File: config.mk
export PLATFORM = sky130hd
export DESIGN_NAME = swb_master
export DESIGN_NICKNAME = d
export VERILOG_FILES = /design/src/hdl/swb_pkg.sv /design/src/hdl/swb_stream_if.sv /design/src/hdl/swb_fifo.sv /design/src/hdl/swb_tick.sv /design/src/hdl/swb_master.sv
export SDC_FILE = /design/constraint.sdc
export NUM_CORES = 1
export LEC_CHECK = 0
export BUFFER_PORTS_ARGS = -buffer_cell sky130_fd_sc_hd__buf_2
export CAP_MARGIN = 20
export CORE_MARGIN = 10
export CORE_UTILIZATION = 55
export DETAILED_ROUTE_END_ITERATION = 10
export HOLD_SLACK_MARGIN = 0.1
export PLACE_DENSITY = 0.86
export SLEW_MARGIN = 20
export SYNTH_ARGS = -nofsm -noshare
export SYNTH_HDL_FRONTEND = slang
export SYNTH_HIERARCHICAL = 1
export SYNTH_SLANG_ARGS = --single-unit
export TNS_END_PERCENT = 5
File: constraint.sdc
create_clock -name sys_clk -period 2.8 [get_ports sys_clk]
set_input_delay 0.14 -clock sys_clk [delete_from_list [all_inputs] [get_ports sys_clk]]
set_output_delay 0.14 -clock sys_clk [all_outputs]
set_load 0.01 [all_outputs]
File: src/hdl/swb_pkg.sv
/*
  Shared constants for the single-wire bus master timing engine:
  slot commands, tick rate and every pulse and slot length in ticks.
  Assumes a 100 MHz system clock and a 1 us time base.
*/
package swb_pkg;
  // Clock and time base
  localparam int CLK_PERIOD_NS = 10;
  localparam int TICK_NS       = 1000;
  localparam logic [15:0] TICK_DIV_DEFAULT =
    16'(TICK_NS / CLK_PERIOD_NS);

  localparam int CNT_W  = 11;
  localparam int OP_W   = 2;
  localparam int FIFO_DEPTH = 16;

  // Nominal times in microseconds
  localparam int RESET_LOW_US      = 511;
  localparam int RESET_RECOVERY_US = 512;
  localparam int PRESENCE_SAMPLE_US = 70;
  localparam int ZERO_LOW_US       = 100;
  localparam int ONE_LOW_US        = 5;
  localparam int BIT_SLOT_US       = 117;
  localparam int READ_SAMPLE_US    = 13;

  // Same times as tick counts
  localparam logic [CNT_W-1:0] RESET_LOW_TICKS =
    CNT_W'(RESET_LOW_US * 1000 / TICK_NS);
  localparam logic [CNT_W-1:0] RESET_END_TICKS =
    CNT_W'((RESET_LOW_US + RESET_RECOVERY_US) * 1000 / TICK_NS);
  localparam logic [CNT_W-1:0] PRESENCE_SAMPLE_TICKS =
    CNT_W'((RESET_LOW_US + PRESENCE_SAMPLE_US) * 1000 / TICK_NS);
  localparam logic [CNT_W-1:0] ZERO_LOW_TICKS =
    CNT_W'(ZERO_LOW_US * 1000 / TICK_NS);
  localparam logic [CNT_W-1:0] ONE_LOW_TICKS =
    CNT_W'(ONE_LOW_US * 1000 / TICK_NS);
  localparam logic [CNT_W-1:0] BIT_SLOT_TICKS =
    CNT_W'(BIT_SLOT_US * 1000 / TICK_NS);
  localparam logic [CNT_W-1:0] READ_SAMPLE_TICKS =
    CNT_W'(READ_SAMPLE_US * 1000 / TICK_NS);

  typedef enum logic [OP_W-1:0] {
    OP_RESET  = 2'h0,
    OP_WRITE0 = 2'h1,
    OP_WRITE1 = 2'h2,
    OP_READ   = 2'h3
  } swb_op_e;

  typedef enum logic [2:0] {
    ST_IDLE = 3'h1,
    ST_LOW  = 3'h2,
    ST_HIGH = 3'h4
  } swb_state_e;
endpackage

File: src/hdl/swb_stream_if.sv
/*
  Valid/ready word stream between the command FIFO and the slot engine.
  Assumes both ends share one clock.
*/
`timescale 1ns/1ps
`default_nettype none
interface swb_stream_if #(parameter int W = 2);
  logic         valid;
  logic         ready;
  logic [W-1:0] data;
  modport source (output valid, output data, input ready);
  modport sink   (input valid, input data, output ready);
endinterface
`default_nettype wire

File: src/hdl/swb_fifo.sv
/*
  Synchronous FIFO with valid/ready on both sides.
  Assumes one clock and a synchronous active-high reset.
*/
`timescale 1ns/1ps
`default_nettype none
module swb_fifo #(
  parameter int W     = 2,
  parameter int DEPTH = 16
) (
  input  wire logic   sys_clk,
  input  wire logic   rst,
  swb_stream_if.sink   inPort,
  swb_stream_if.source outPort
);
  import swb_pkg::*;
  localparam int PW = $clog2(DEPTH);
  localparam int CW = $clog2(DEPTH + 1);

  typedef struct packed {
    logic [DEPTH-1:0][W-1:0] mem;
    logic [PW-1:0]           wp;
    logic [PW-1:0]           rp;
    logic [CW-1:0]           count;
    logic                    room;
  } swb_fifo_s;

  localparam swb_fifo_s FIFO_RESET =
    '{mem: '0, wp: '0, rp: '0, count: '0, room: 1'b1};

  swb_fifo_s fifo_reg;
  swb_fifo_s fifo_next;
  logic      push;
  logic      pop;

  function automatic logic [PW-1:0] bump(input logic [PW-1:0] p);
    return (p == PW'(DEPTH - 1)) ? '0 : p + PW'(1);
  endfunction

  always_comb begin
    fifo_next = fifo_reg;
    // Room is a flop so the upstream ready has no logic in front of it
    push = inPort.valid && fifo_reg.room;
    pop  = (fifo_reg.count != '0) && outPort.ready;
    if (push) begin
      fifo_next.mem[fifo_reg.wp] = inPort.data;
      fifo_next.wp = bump(fifo_reg.wp);
    end
    if (pop) begin
      fifo_next.rp = bump(fifo_reg.rp);
    end
    if (push && !pop) begin
      fifo_next.count = fifo_reg.count + CW'(1);
    end else if (pop && !push) begin
      fifo_next.count = fifo_reg.count - CW'(1);
    end
    fifo_next.room = (fifo_next.count != CW'(DEPTH));
  end

  always_ff @(posedge sys_clk) begin
    if (rst) begin
      fifo_reg <= FIFO_RESET;
    end else begin
      fifo_reg <= fifo_next;
    end
  end

  assign inPort.ready  = fifo_reg.room;
  assign outPort.valid = (fifo_reg.count != '0);
  assign outPort.data  = fifo_reg.mem[fifo_reg.rp];
endmodule // swb_fifo
`default_nettype wire

File: src/hdl/swb_tick.sv
/*
  Programmable divider giving a one-cycle time-base tick.
  Assumes one clock and a synchronous active-high reset.
*/
`timescale 1ns/1ps
`default_nettype none
module swb_tick #(
  parameter int DW = 16
) (
  input  wire logic          sys_clk,
  input  wire logic          rst,
  input  wire logic [DW-1:0] divisor,
  output logic               tick
);
  typedef struct packed {
    logic [DW-1:0] cnt;
    logic          tick;
  } swb_tick_s;

  swb_tick_s tick_reg;
  swb_tick_s tick_next;

  always_comb begin
    tick_next = tick_reg;
    tick_next.tick = 1'b0;
    // Divisor 0 behaves as 1: a tick every cycle
    if (tick_reg.cnt + DW'(1) >= divisor) begin
      tick_next.cnt  = '0;
      tick_next.tick = 1'b1;
    end else begin
      tick_next.cnt = tick_reg.cnt + DW'(1);
    end
  end

  always_ff @(posedge sys_clk) begin
    if (rst) begin
      tick_reg <= '0;
    end else begin
      tick_reg <= tick_next;
    end
  end

  assign tick = tick_reg.tick;
endmodule // swb_tick
`default_nettype wire

File: src/hdl/swb_master.sv
/*
  Single-wire bus master timing engine: queued slot commands drive
  reset/presence, write-zero, write-one and read slots on an
  open-drain wire, with results reported one slot at a time.
  Assumes an external pull-up on the wire, a 100 MHz clock and a
  synchronous active-high reset.
*/
// How it works
// - A reset holds the wire low 511 us, then releases it 512 us.
// - A zero bit holds the wire low 100 us before release.
// - A zero-bit slot lasts 117 us from its falling edge.
// - A one bit or read slot holds the wire low 5 us.
// - A one-bit or read slot lasts 117 us from its falling edge.
// - The read bit is sampled at 13 us, before the slave may release.
`timescale 1ns/1ps
`default_nettype none
module swb_master #(
  parameter int DIV_W = 16,
  parameter int DEPTH = swb_pkg::FIFO_DEPTH
) (
  input  wire logic                     sys_clk,
  input  wire logic                     rst,
  input  wire logic [DIV_W-1:0]         tickDivisor,
  input  wire logic                     cmdValid,
  input  wire logic [swb_pkg::OP_W-1:0] cmdOp,
  output logic                          cmdReady,
  input  wire logic                     wireIn,
  output logic                          wireOut,
  output logic                          wireOe,
  output logic                          rspValid,
  output logic [swb_pkg::OP_W-1:0]      rspOp,
  output logic                          rspBit,
  output logic                          noPresence,
  output logic                          busy
);
  import swb_pkg::*;

  typedef struct packed {
    swb_state_e       state;
    logic [OP_W-1:0]  op;
    logic [CNT_W-1:0] cnt;
    logic             syncA;
    logic             syncB;
    logic             sample;
    logic             oe;
    logic             drv;
    logic             rspValid;
    logic [OP_W-1:0]  rspOp;
    logic             rspBit;
    logic             noPres;
    logic             busy;
  } swb_master_s;

  localparam swb_master_s RESET_STATE = '{
    state: ST_IDLE, op: '0, cnt: '0, syncA: 1'b1, syncB: 1'b1,
    sample: 1'b1, oe: 1'b0, drv: 1'b0, rspValid: 1'b0, rspOp: '0,
    rspBit: 1'b0, noPres: 1'b0, busy: 1'b0};

  swb_master_s m_reg;
  swb_master_s m_next;
  logic        tick;
  logic [CNT_W-1:0] cntInc;

  swb_stream_if #(.W(OP_W)) cmdIn ();
  swb_stream_if #(.W(OP_W)) cmdOut ();

  assign cmdIn.valid = cmdValid;
  assign cmdIn.data  = cmdOp;

  swb_fifo #(
    .W     (OP_W),
    .DEPTH (DEPTH)
  ) u_fifo (
    .sys_clk (sys_clk),
    .rst     (rst),
    .inPort  (cmdIn),
    .outPort (cmdOut)
  );

  swb_tick #(
    .DW (DIV_W)
  ) u_tick (
    .sys_clk (sys_clk),
    .rst     (rst),
    .divisor (tickDivisor),
    .tick    (tick)
  );

  // Ticks the wire stays low for each slot kind
  function automatic logic [CNT_W-1:0] lowTicks(input logic [OP_W-1:0] op);
    case (op)
      OP_RESET:  return RESET_LOW_TICKS;
      OP_WRITE0: return ZERO_LOW_TICKS;
      default:   return ONE_LOW_TICKS;
    endcase
  endfunction

  // Tick at which the wire is sampled
  function automatic logic [CNT_W-1:0] sampleTicks(
    input logic [OP_W-1:0] op);
    // Presence sample lands where every legal slave is low
    if (op == OP_RESET) begin
      return PRESENCE_SAMPLE_TICKS;
    end
    return READ_SAMPLE_TICKS;
  endfunction

  // Tick at which the slot or sequence ends
  function automatic logic [CNT_W-1:0] endTicks(input logic [OP_W-1:0] op);
    if (op == OP_RESET) begin
      return RESET_END_TICKS;
    end
    return BIT_SLOT_TICKS;
  endfunction

  assign cntInc = m_reg.cnt + CNT_W'(1);

  always_comb begin
    m_next = m_reg;
    m_next.rspValid = 1'b0;
    m_next.noPres   = 1'b0;
    m_next.syncA    = wireIn;
    m_next.syncB    = m_reg.syncA;
    cmdOut.ready    = 1'b0;
    case (m_reg.state)
      ST_IDLE: begin
        // Slots start on a tick so every interval is whole ticks
        cmdOut.ready = tick;
        if (tick && cmdOut.valid) begin
          m_next.op    = cmdOut.data;
          m_next.cnt   = '0;
          m_next.oe    = 1'b1;
          m_next.busy  = 1'b1;
          m_next.state = ST_LOW;
        end
      end
      ST_LOW: begin
        if (tick) begin
          m_next.cnt = cntInc;
          if (cntInc == lowTicks(m_reg.op)) begin
            m_next.oe    = 1'b0;
            m_next.state = ST_HIGH;
          end
        end
      end
      ST_HIGH: begin
        if (tick) begin
          m_next.cnt = cntInc;
          if (cntInc == sampleTicks(m_reg.op)) begin
            m_next.sample = m_reg.syncB;
          end
          if (cntInc == endTicks(m_reg.op)) begin
            m_next.state    = ST_IDLE;
            m_next.busy     = 1'b0;
            m_next.rspValid = 1'b1;
            m_next.rspOp    = m_reg.op;
            case (m_reg.op)
              OP_RESET: begin
                m_next.rspBit = !m_reg.sample;
                m_next.noPres = m_reg.sample;
              end
              OP_READ:   m_next.rspBit = m_reg.sample;
              OP_WRITE1: m_next.rspBit = 1'b1;
              default:   m_next.rspBit = 1'b0;
            endcase
          end
        end
      end
      default: begin
        m_next = RESET_STATE;
      end
    endcase
  end

  always_ff @(posedge sys_clk) begin
    if (rst) begin
      m_reg <= RESET_STATE;
    end else begin
      m_reg <= m_next;
    end
  end

  // Open drain: the driven level is always low
  assign cmdReady   = cmdIn.ready;
  assign wireOut    = m_reg.drv;
  assign wireOe     = m_reg.oe;
  assign rspValid   = m_reg.rspValid;
  assign rspOp      = m_reg.rspOp;
  assign rspBit     = m_reg.rspBit;
  assign noPresence = m_reg.noPres;
  assign busy       = m_reg.busy;
endmodule // swb_master
`default_nettype wire

==> impl_metrics.json, run 1 <==
{
  "clock_path_buffers": 2,
  "synth_top_area_cell": "dfxtp_1",
  "cts_buffers": 9,
  "setup_slack_ns": 0.0203,
  "cellLeakagePower_nw": 2.29,
  "hold_class": "in -> reg",
  "async_flop_share_pct": 0,
  "critPathArrivalTime_ns": 3.05,
  "insertion_delay_ns": 0.37,
  "final_antenna_net_count": 0,
  "syn2layout_area_growth_pct": 11.5,
  "n_fill_cell": 726,
  "root_buffer": "clkbuf_8",
  "drt_iter0_markers": 429,
  "core_area_mm2": 0.00911,
  "max_freq_ghz": 0.360,
  "finalHoldViolCount": 0,
  "seqCellArea_mm2": 0.00180,
  "die_height_um": 116,
  "cp_data_required_time_ns": 3.07,
  "timing.final.crit_period_ns": 2.78,
  "fin_crit_sh_pct": 99.3,
  "num_rows": 35,
  "grt_pass1_vias": 4448,
  "outcome": "finished, final reports clean",
  "cts_tree": "built",
  "drc": 0,
  "crit_path_start_kind": "flop",
  "p_per_area_mw_per_mm2": 416,
  "viasPerCell": 6.09,
  "synth_area_leaders": "dfxtp_1 (35%), ha_1 (6.4%), a21oi_1 (5.6%), nand2_1 (4.7%), nor2_1 (4.6%)",
  "finalNonFillerCells": 754,
  "initial_core_util_pct": 55.8,
  "slew_viol_final": 0,
  "clk_pin_slew_ns": 0.10,
  "grt_max_degree": 55,
  "synth_most_common_cell": "dfxtp_1",
  "multi_input_area_mm2": 0.00312,
  "largest_reg_flops": 45,
  "clock_skew_ns": 0.0109,
  "cts.sinks": 89,
  "ys.flop_type": "dfxtp_1",
  "setup_viol": 0,
  "grt_antenna_before_repair": 0,
  "cp_max_fo": 11,
  "criticalPathCategory": "reg -> reg",
  "maxCapViolCount": 0,
  "io_pins": 31,
  "synth_cell_types": 70,
  "reg2reg_slack_ns": 0.02,
  "gp_congestion": 0.891,
  "dr.pass1.iters": 5,
  "seq_area_frac_synth_pct": 35.0,
  "postSynthCellCount": 610,
  "track_usage_pct": 18.3,
  "portBuffers": 29,
  "yosys_warnings": 6,
  "grt.overflow.total": 0,
  "synth_nets": 658,
  "diodes": 0,
  "synth_common_cells": "dfxtp_1 (89), nand2_1 (64), nor2_1 (62)",
  "layout-drive-gt1-share_pct": 18.2,
  "ir_drop_mv": 0.277,
  "setup_tns_ns": 0,
  "grt_pass1_wl_um": 20300,
  "routed_wl_um": 12700,
  "dp_cells": 734,
  "slew_headroom_pct": 59.6,
  "synth_edf_count": 0,
  "h-tree-depth": 3,
  "die_w_um": 116,
  "synthesis.area_mm2": 0.00508,
  "utilization_pct": 62.2,
  "max_slew.worst_pin.slew_ns": 0.605,
  "die_area_mm2": 0.0135,
  "final_nets": 686,
  "dp_hpwl_um": 8920,
  "pre_cts_ws_ns": -0.0835,
  "syn_area_per_cell_um2": 8.33,
  "synth-seq-cells": 89,
  "routedWlPerCell_um": 16.8,
  "num_vias": 4589,
  "endpoint_kind": "flop",
  "yosysTopAreaCellShare_pct": 35.0
}
## per-stage QoR
step                hold slack [ns]  total power, mW  instance area, um2
floorplan                     0.227             1.48                5090
global placement              0.325             1.54                5340
detailed placement            0.350             1.55                5340
CTS                           0.154             2.35                5540
global route                  0.170             2.45                5670
finish                        0.159             2.36                5670
## path summary, 6_finish.rpt
kind                 startpoint                  to  cells past startpoint
max          u_tick/tick_reg[6]  u_tick/tick_reg[7]                      9
min reg2reg           m_reg[10]            m_reg[9]                      1
max reg2reg  u_tick/tick_reg[6]  u_tick/tick_reg[7]                      9
min                         rst           m_reg[16]                      2
## logic make-up after synthesis
group	share of synthesized area, %
other	0.0738
flip-flops	35.0
AND/OR/NAND/NOR	24.7
AO/OA/AOI/OAI	17.2
adder cells (fa/ha/maj)	6.40
multiplexers	6.50
XOR/XNOR	4.82
buffers and inverters	5.32
## where the power goes
part           switching, mW  internal (mW)
combinational          0.145         0.0933
clock                  0.485          0.330
sequential            0.0248           1.28
total                  0.654           1.71
## cells in the final DEF, fill, tap and decap left out, types with 4 or more instances in the layout
master    count
dfxtp_1      79
nor2_1       62
nand2_1      62
a21oi_1      56
o21ai_0      35
inv_1        31
buf_2        29
ha_1         24
nand3_1      22
buf_4        18
mux2i_1      15
xnor2_1      14
xor2_1       14
nor3b_1      10
nand2b_1      9
or3_1         9
clkbuf_8      9
mux4_2        8
nor3_1        7
nor2b_1       6
dfxtp_2       6
a31oi_1       5
a21o_1        5
nand4_1       5
and2_1        4
nand3b_1      4
or2_2         4
o21ai_1       4
dfxtp_4       4
## final cells by class
| cell class | count | area share (%) |
|---|---|---|
| Inverter | 31 | 2.05 |
| Tap cell | 111 | 2.45 |
| Sequential cell | 89 | 31.8 |
| Clock buffer | 9 | 2.19 |
| Timing Repair Buffer | 50 | 5.52 |
| Multi-Input combinational cell | 457 | 55.0 |
| Clock inverter | 7 | 0.927 |
## critical path, stage by stage (launching register included)
cell and delay [ns]:
dfxtp_2 0.39, nand4_4 0.13, or2_4 0.31, xnor2_1 0.31, ha_1 0.32, and2_0 0.18, a221oi_1 0.33, o221ai_1 0.23
buf_4 0.23, nor3b_1 0.24
## routing by layer
metal / GRT usage (%) / wire [um]
met3: 2.41 / 515
met1: 21.7 / 5320
met4: 7.67 / 235
met5: 0 / 0
met2: 32.3 / 6600
## what timing repair did
item,CTS,global route
buffers inserted,0,2
gates cloned,0,1
hold buffers,1,0
hold endpoints to repair,1,0
endpoints found under the setup margin,5,17
gates resized for setup,4,33
pin swaps,0,5
Power figures use the tool's default switching activity.
==> run 2, diff against run 1 <==
- GPL_TIMING_DRIVEN: unset -> 0
- SETUP_SLACK_MARGIN: unset -> 0.05
==> run 2 against run 1 <==
Against the previous run: clock skew up 0.0039 ns; count of clock-buffer cells in the layout unchanged; worst hold slack worse by 0.029 ns; total power up 0.75%; die area unchanged; maximum frequency up 1.3%; sequential power about the same; final cell count up 3.2%; global-route usage up 0.52 points; first-iteration DRC count down 12%.
==> impl_metrics.json, run 2 (synthesized netlist as in run 1, its figures left out) <==
{
  "finalNonFillerCells": 778,
  "cellLeakagePower_nw": 2.32,
  "endpoint_kind": "flop",
  "rsz0062_at_grt": "yes",
  "crit_path_max_incr_delay_ns": 0.41,
  "insertion_delay_ns": 0.37,
  "setup.worst_path.end": "u_tick/tick_reg[14]",
  "routedWlPerCell_um": 17.0,
  "seq_power_share_pct": 54.7,
  "r2r-start": "u_tick/tick_reg[11]",
  "power_frac_comb_pct": 10.6,
  "p_sw_mw": 0.672,
  "drc": 0,
  "cts_buffers": 9,
  "crit_path_start_kind": "flop",
  "rr_endpoint": "u_tick/tick_reg[14]",
  "final_common_cell": "dfxtp_1",
  "viasPerCell": 6.06,
  "portBuffers": 29,
  "clock_skew_ns": 0.0148,
  "use_met2_pct": 33.3,
  "final_cell_mix": "dfxtp_1 (78), nor2_1 (62), nand2_1 (61), a21oi_1 (56), o21ai_0 (36)",
  "io_pins": 31,
  "final_antenna_net_count": 0,
  "max_slew.worst_pin.slew_ns": 0.719,
  "critical_path.top_delay_family": "simple AND/OR/NAND/NOR gates",
  "drt_iter0_markers": 379,
  "critPathArrivalTime_ns": 3.00,
  "cts.sinks": 89,
  "top_usage_layer": "met2",
  "final_nets": 710,
  "use_met1_pct": 22.0,
  "startpoint": "u_tick/tick_reg[11]",
  "die_area_mm2": 0.0135,
  "path_cells": "and4_4, nand4_1, buf_4, o21ai_1, nand2_2, ha_4, and4_4, o2111ai_4, o311ai_4, buf_6, a211oi_1",
  "outcome": "finished, final reports clean",
  "clock_path_buffers": 2,
  "core_area_mm2": 0.00911,
  "cp_data_required_time_ns": 3.05,
  "timing.final.crit_period_ns": 2.74,
  "grt.overflow.total": 0,
  "maxCapViolCount": 0,
  "cpMaxStageDelayCell": "dfxtp_1",
  "criticalPathCategory": "reg -> reg",
  "root_buffer": "clkbuf_8",
  "initial_core_util_pct": 55.8,
  "crit_buf_inv": 2,
  "num_vias": 4714,
  "largest_reg_flops": 45,
  "dp_hpwl_um": 8960,
  "max_freq_ghz": 0.364,
  "routed_wl_um": 13200,
  "ir_drop_mv": 0.317,
  "grt_antenna_before_repair": 0,
  "grt_pass1_vias": 4555,
  "power_frac_clock_pct": 34.7,
  "setup_viol": 0,
  "syn2layout_area_growth_pct": 14.9,
  "finalHoldViolCount": 0,
  "crit_cells": 11,
  "fin_crit_sh_pct": 98.0,
  "die_w_um": 116,
  "track_usage_pct": 18.8,
  "switching_share_pct": 28.2,
  "dp_cells": 750,
  "reg2reg_slack_ns": 0.06,
  "crit_top_cell": "and4_4",
  "p_per_area_mw_per_mm2": 407,
  "hold_class": "in -> reg",
  "grt.met3_usage_pct": 4.31,
  "gp_congestion": 0.893,
  "diodes": 0,
  "cts_tree": "built",
  "r2r.worst_path.cells": 11,
  "h-tree-depth": 3,
  "die_height_um": 116,
  "dr.pass1.iters": 5,
  "num_rows": 35,
  "grt_pass1_wl_um": 20800,
  "slew_viol_final": 0,
  "clk_pin_slew_ns": 0.10,
  "internal-power_mw": 1.71,
  "layout-drive-gt1-share_pct": 18.7,
  "cp_max_fo": 6,
  "hold-worst-slack_ns": 0.130,
  "slew_headroom_pct": 51.7,
  "grt_max_degree": 17
}
-- run 2: changes by cell type in the layout (fill, tap and decap cells not counted), sizes merged --
| cell | delta |
|---|---|
| buf | +3 |
| clkbuf | +19 |
| clkinv | -1 |
| clkinvlp | +1 |
| dlygate4sd3 | +2 |
-- run 2: cell type report --
type / instances / area [um2]
flip-flops and latches: 89 / 1810
multi-input cells: 457 / 3180
fillers: 728 / 3270
repair buffers: 41 / 250
inverters: 31 / 116
plain buffers: 33 / 168
well taps: 111 / 139
clock buffers: 9 / 124
clock inverters: 7 / 51.3
-- run 2: repair_timing --
item	CTS	global route
resized for setup	15	33
endpoints found under the hold margin	5	0
pin swaps	2	6
setup endpoints to repair	19	22
buffers inserted	1	7
cloned	0	1
hold buffers	3	0
-- run 2: through the flow --
step	instance area (um2)	total power, mW	TNS, ns	worst slack, ns	util (%)
CTS	5640	2.37	-0.385	-0.0368	62.0
floorplan	5090	1.48	0	0.0584	-
finish	5840	2.38	0	0.0558	64.1
global route	5840	2.48	-0.541	-0.0645	64.1
global placement	5370	1.54	-4.89	-0.361	59.0
detailed placement	5370	1.55	-6.48	-0.458	59.0
-- run 2: how the worst min path moves through the flow --
stage	from	end	depth (start not counted)
5_1_grt	rst	rspValid	2
4_1_cts	rst	rspValid	2
3_3_place_gp	wireIn	m_reg[10]	2
3_5_place_dp	wireIn	m_reg[10]	2
6_report	rst	rspValid	2
2_1_floorplan	rst	rspValid	1
-- run 2: routing by layer --
layer	up-vias	wire (um)	part of all wire, %
met3	26	704	5.3
met4	0	208	1.6
met5	-	0	0
met1	2263	5560	42
li1	2257	-	-
met2	168	6780	51
-- run 2: power groups by stage --
| stage | sequential, mW | combinational [mW] | clock [mW] |
|---|---|---|---|
| 2_1_floorplan | 1.33 | 0.154 | 0 |
| 3_3_place_gp | 1.33 | 0.211 | 0 |
| 3_5_place_dp | 1.33 | 0.221 | 0 |
| 4_1_cts | 1.30 | 0.232 | 0.830 |
| 5_1_grt | 1.30 | 0.280 | 0.894 |
| 6_report | 1.30 | 0.252 | 0.825 |
==> run 3, diff against run 2 <==
- ABC_CLOCK_PERIOD_IN_PS: unset -> 2800
- RECOVER_POWER: unset -> 50
==> run 3 against run 2 <==
Against the previous run: count of clock-buffer cells in the layout did not move; final cell count did not move; clock power barely moved; die area did not move; register-to-register slack improved by 0.03 ns; clock skew fell by 0.0015 ns; combinational power barely moved.
==> impl_metrics.json, run 3 (synthesized netlist as in run 1, its figures left out) <==
{
  "fin_crit_sh_pct": 97.0,
  "criticalPathCategory": "reg -> reg",
  "max_slew.worst_pin.slew_ns": 0.731,
  "finalNonFillerCells": 778,
  "dr.pass1.iters": 5,
  "critPathArrivalTime_ns": 2.97,
  "syn2layout_area_growth_pct": 14.7,
  "r2r.worst_path.cells": 11,
  "dp_hpwl_um": 8960,
  "max_freq_ghz": 0.368,
  "setup_viol": 0,
  "cts_buffers": 9,
  "diodes": 0,
  "crit_top_cell": "and4_4",
  "cp_max_fo": 6,
  "rsz0062_at_grt": "yes",
  "die_height_um": 116,
  "startpoint": "u_tick/tick_reg[11]",
  "min_path_cells": 2,
  "path_cells": "and4_4, nand4_1, buf_4, o21ai_1, nand2_2, ha_4, and4_4, o2111ai_4, o311ai_4, buf_6, a211oi_1",
  "final_common_cell": "dfxtp_1",
  "cts_tree": "built",
  "crit_path_start_kind": "flop",
  "drc": 0,
  "insertion_delay_ns": 0.37,
  "hold_path.startpoint": "rst",
  "portBuffers": 29,
  "reg2reg_slack_ns": 0.08,
  "hold_class": "in -> reg",
  "slew_viol_final": 0,
  "maxCapViolCount": 0,
  "drt_iter0_markers": 371,
  "final_area_mm2": 0.00583,
  "ir_drop_mv": 0.315,
  "total_power_mw": 2.38,
  "die_w_um": 116,
  "rr_endpoint": "u_tick/tick_reg[14]",
  "root_buffer": "clkbuf_8",
  "cp_data_required_time_ns": 3.05,
  "hold-worst-slack_ns": 0.133,
  "outcome": "finished, final reports clean",
  "grt.overflow.total": 0,
  "num_vias": 4730,
  "r2r-start": "u_tick/tick_reg[11]",
  "grt_max_degree": 17,
  "dp_cells": 750,
  "num_rows": 35,
  "final_nets": 710,
  "die_area_mm2": 0.0135,
  "grt_pass1_wl_um": 20800,
  "clock_path_buffers": 2,
  "clk_pin_slew_ns": 0.10,
  "viasPerCell": 6.08,
  "h-tree-depth": 3,
  "finalHoldViolCount": 0,
  "final_antenna_net_count": 0,
  "cts.sinks": 89,
  "layout-drive-gt1-share_pct": 17.7,
  "io_pins": 31,
  "clock_skew_ns": 0.0133,
  "grt_pass1_vias": 4555,
  "p_per_area_mw_per_mm2": 408,
  "core_area_mm2": 0.00911,
  "timing.final.crit_period_ns": 2.72,
  "dpl-instance-area_mm2": 0.00537,
  "initial_core_util_pct": 55.8,
  "largest_reg_flops": 45,
  "gp_congestion": 0.893,
  "holdPathEnd": "rspValid",
  "final_cell_mix": "dfxtp_1 (78), nor2_1 (62), nand2_1 (61), a21oi_1 (56), o21ai_0 (36)",
  "slew_headroom_pct": 50.9,
  "cellLeakagePower_nw": 2.29,
  "cpMaxStageDelayCell": "dfxtp_1",
  "crit_path_max_incr_delay_ns": 0.41,
  "endpoint_kind": "flop",
  "routed_wl_um": 13300,
  "track_usage_pct": 18.8,
  "routedWlPerCell_um": 17.1,
  "grt_antenna_before_repair": 0
}
## run 3: per-layer routing
metal	share of wire, %	track usage [%]	vias to the layer above
li1	-	-	2256
met1	42	22.0	2249
met2	51	33.3	196
met3	5.9	4.31	29
met4	1.7	5.75	0
met5	0	0	-
## run 3: stage by stage
step	setup WS [ns]	TNS [ns]	util (%)
after floorplan	0.0584	0	-
after global placement	-0.361	-4.89	59.0
after detailed placement	-0.458	-6.48	59.0
after CTS	-0.0368	-0.385	62.0
after global routing	-0.0645	-0.541	64.0
final	0.0833	0	64.0
## run 3: worst max path at each step
stage | to | slack (ns) | depth (start not counted)
2_1_floorplan | u_tick/tick_reg[3] | 0.06 | 10
4_1_cts | u_tick/tick_reg[5] | -0.04 | 11
3_3_place_gp | u_tick/tick_reg[15] | -0.36 | 10
5_1_grt | u_tick/tick_reg[14] | -0.06 | 11
6_report | u_tick/tick_reg[14] | 0.08 | 11
3_5_place_dp | u_tick/tick_reg[4] | -0.46 | 10
## run 3: timing repair
action                     CTS  global route
pin swaps                    2             6
setup buffers                1             7
hold endpoints to repair     5             0
resized for setup           15            33
setup endpoints to repair   19            22
hold buffers                 3             0
cloned                       0             1
## run 3: final cells by class
type / instances / area, um2
Buffer: 33 / 168
Clock buffer: 9 / 124
Clock inverter: 7 / 51.3
Fill cell: 735 / 3280
Inverter: 31 / 116
Multi-Input combinational cell: 457 / 3180
Sequential cell: 89 / 1810
Tap cell: 111 / 139
Timing Repair Buffer: 41 / 241
## run 3: worst max-delay path, delay by kind of cell (launching register included)
family	cells	cell delay, ns
adders and majority gates	1	0.28
AOI/OAI and AO/OA	4	0.71
buffers and inverters	2	0.39
and+or+nand+nor	4	0.80
DFF	1	0.41
## run 3: where the power goes
part	leakage (nW)	switching, mW	internal, mW
combinational	1.48	0.155	0.0965
clock	0.0864	0.500	0.329
sequential	0.726	0.0204	1.28
total	2.29	0.675	1.71
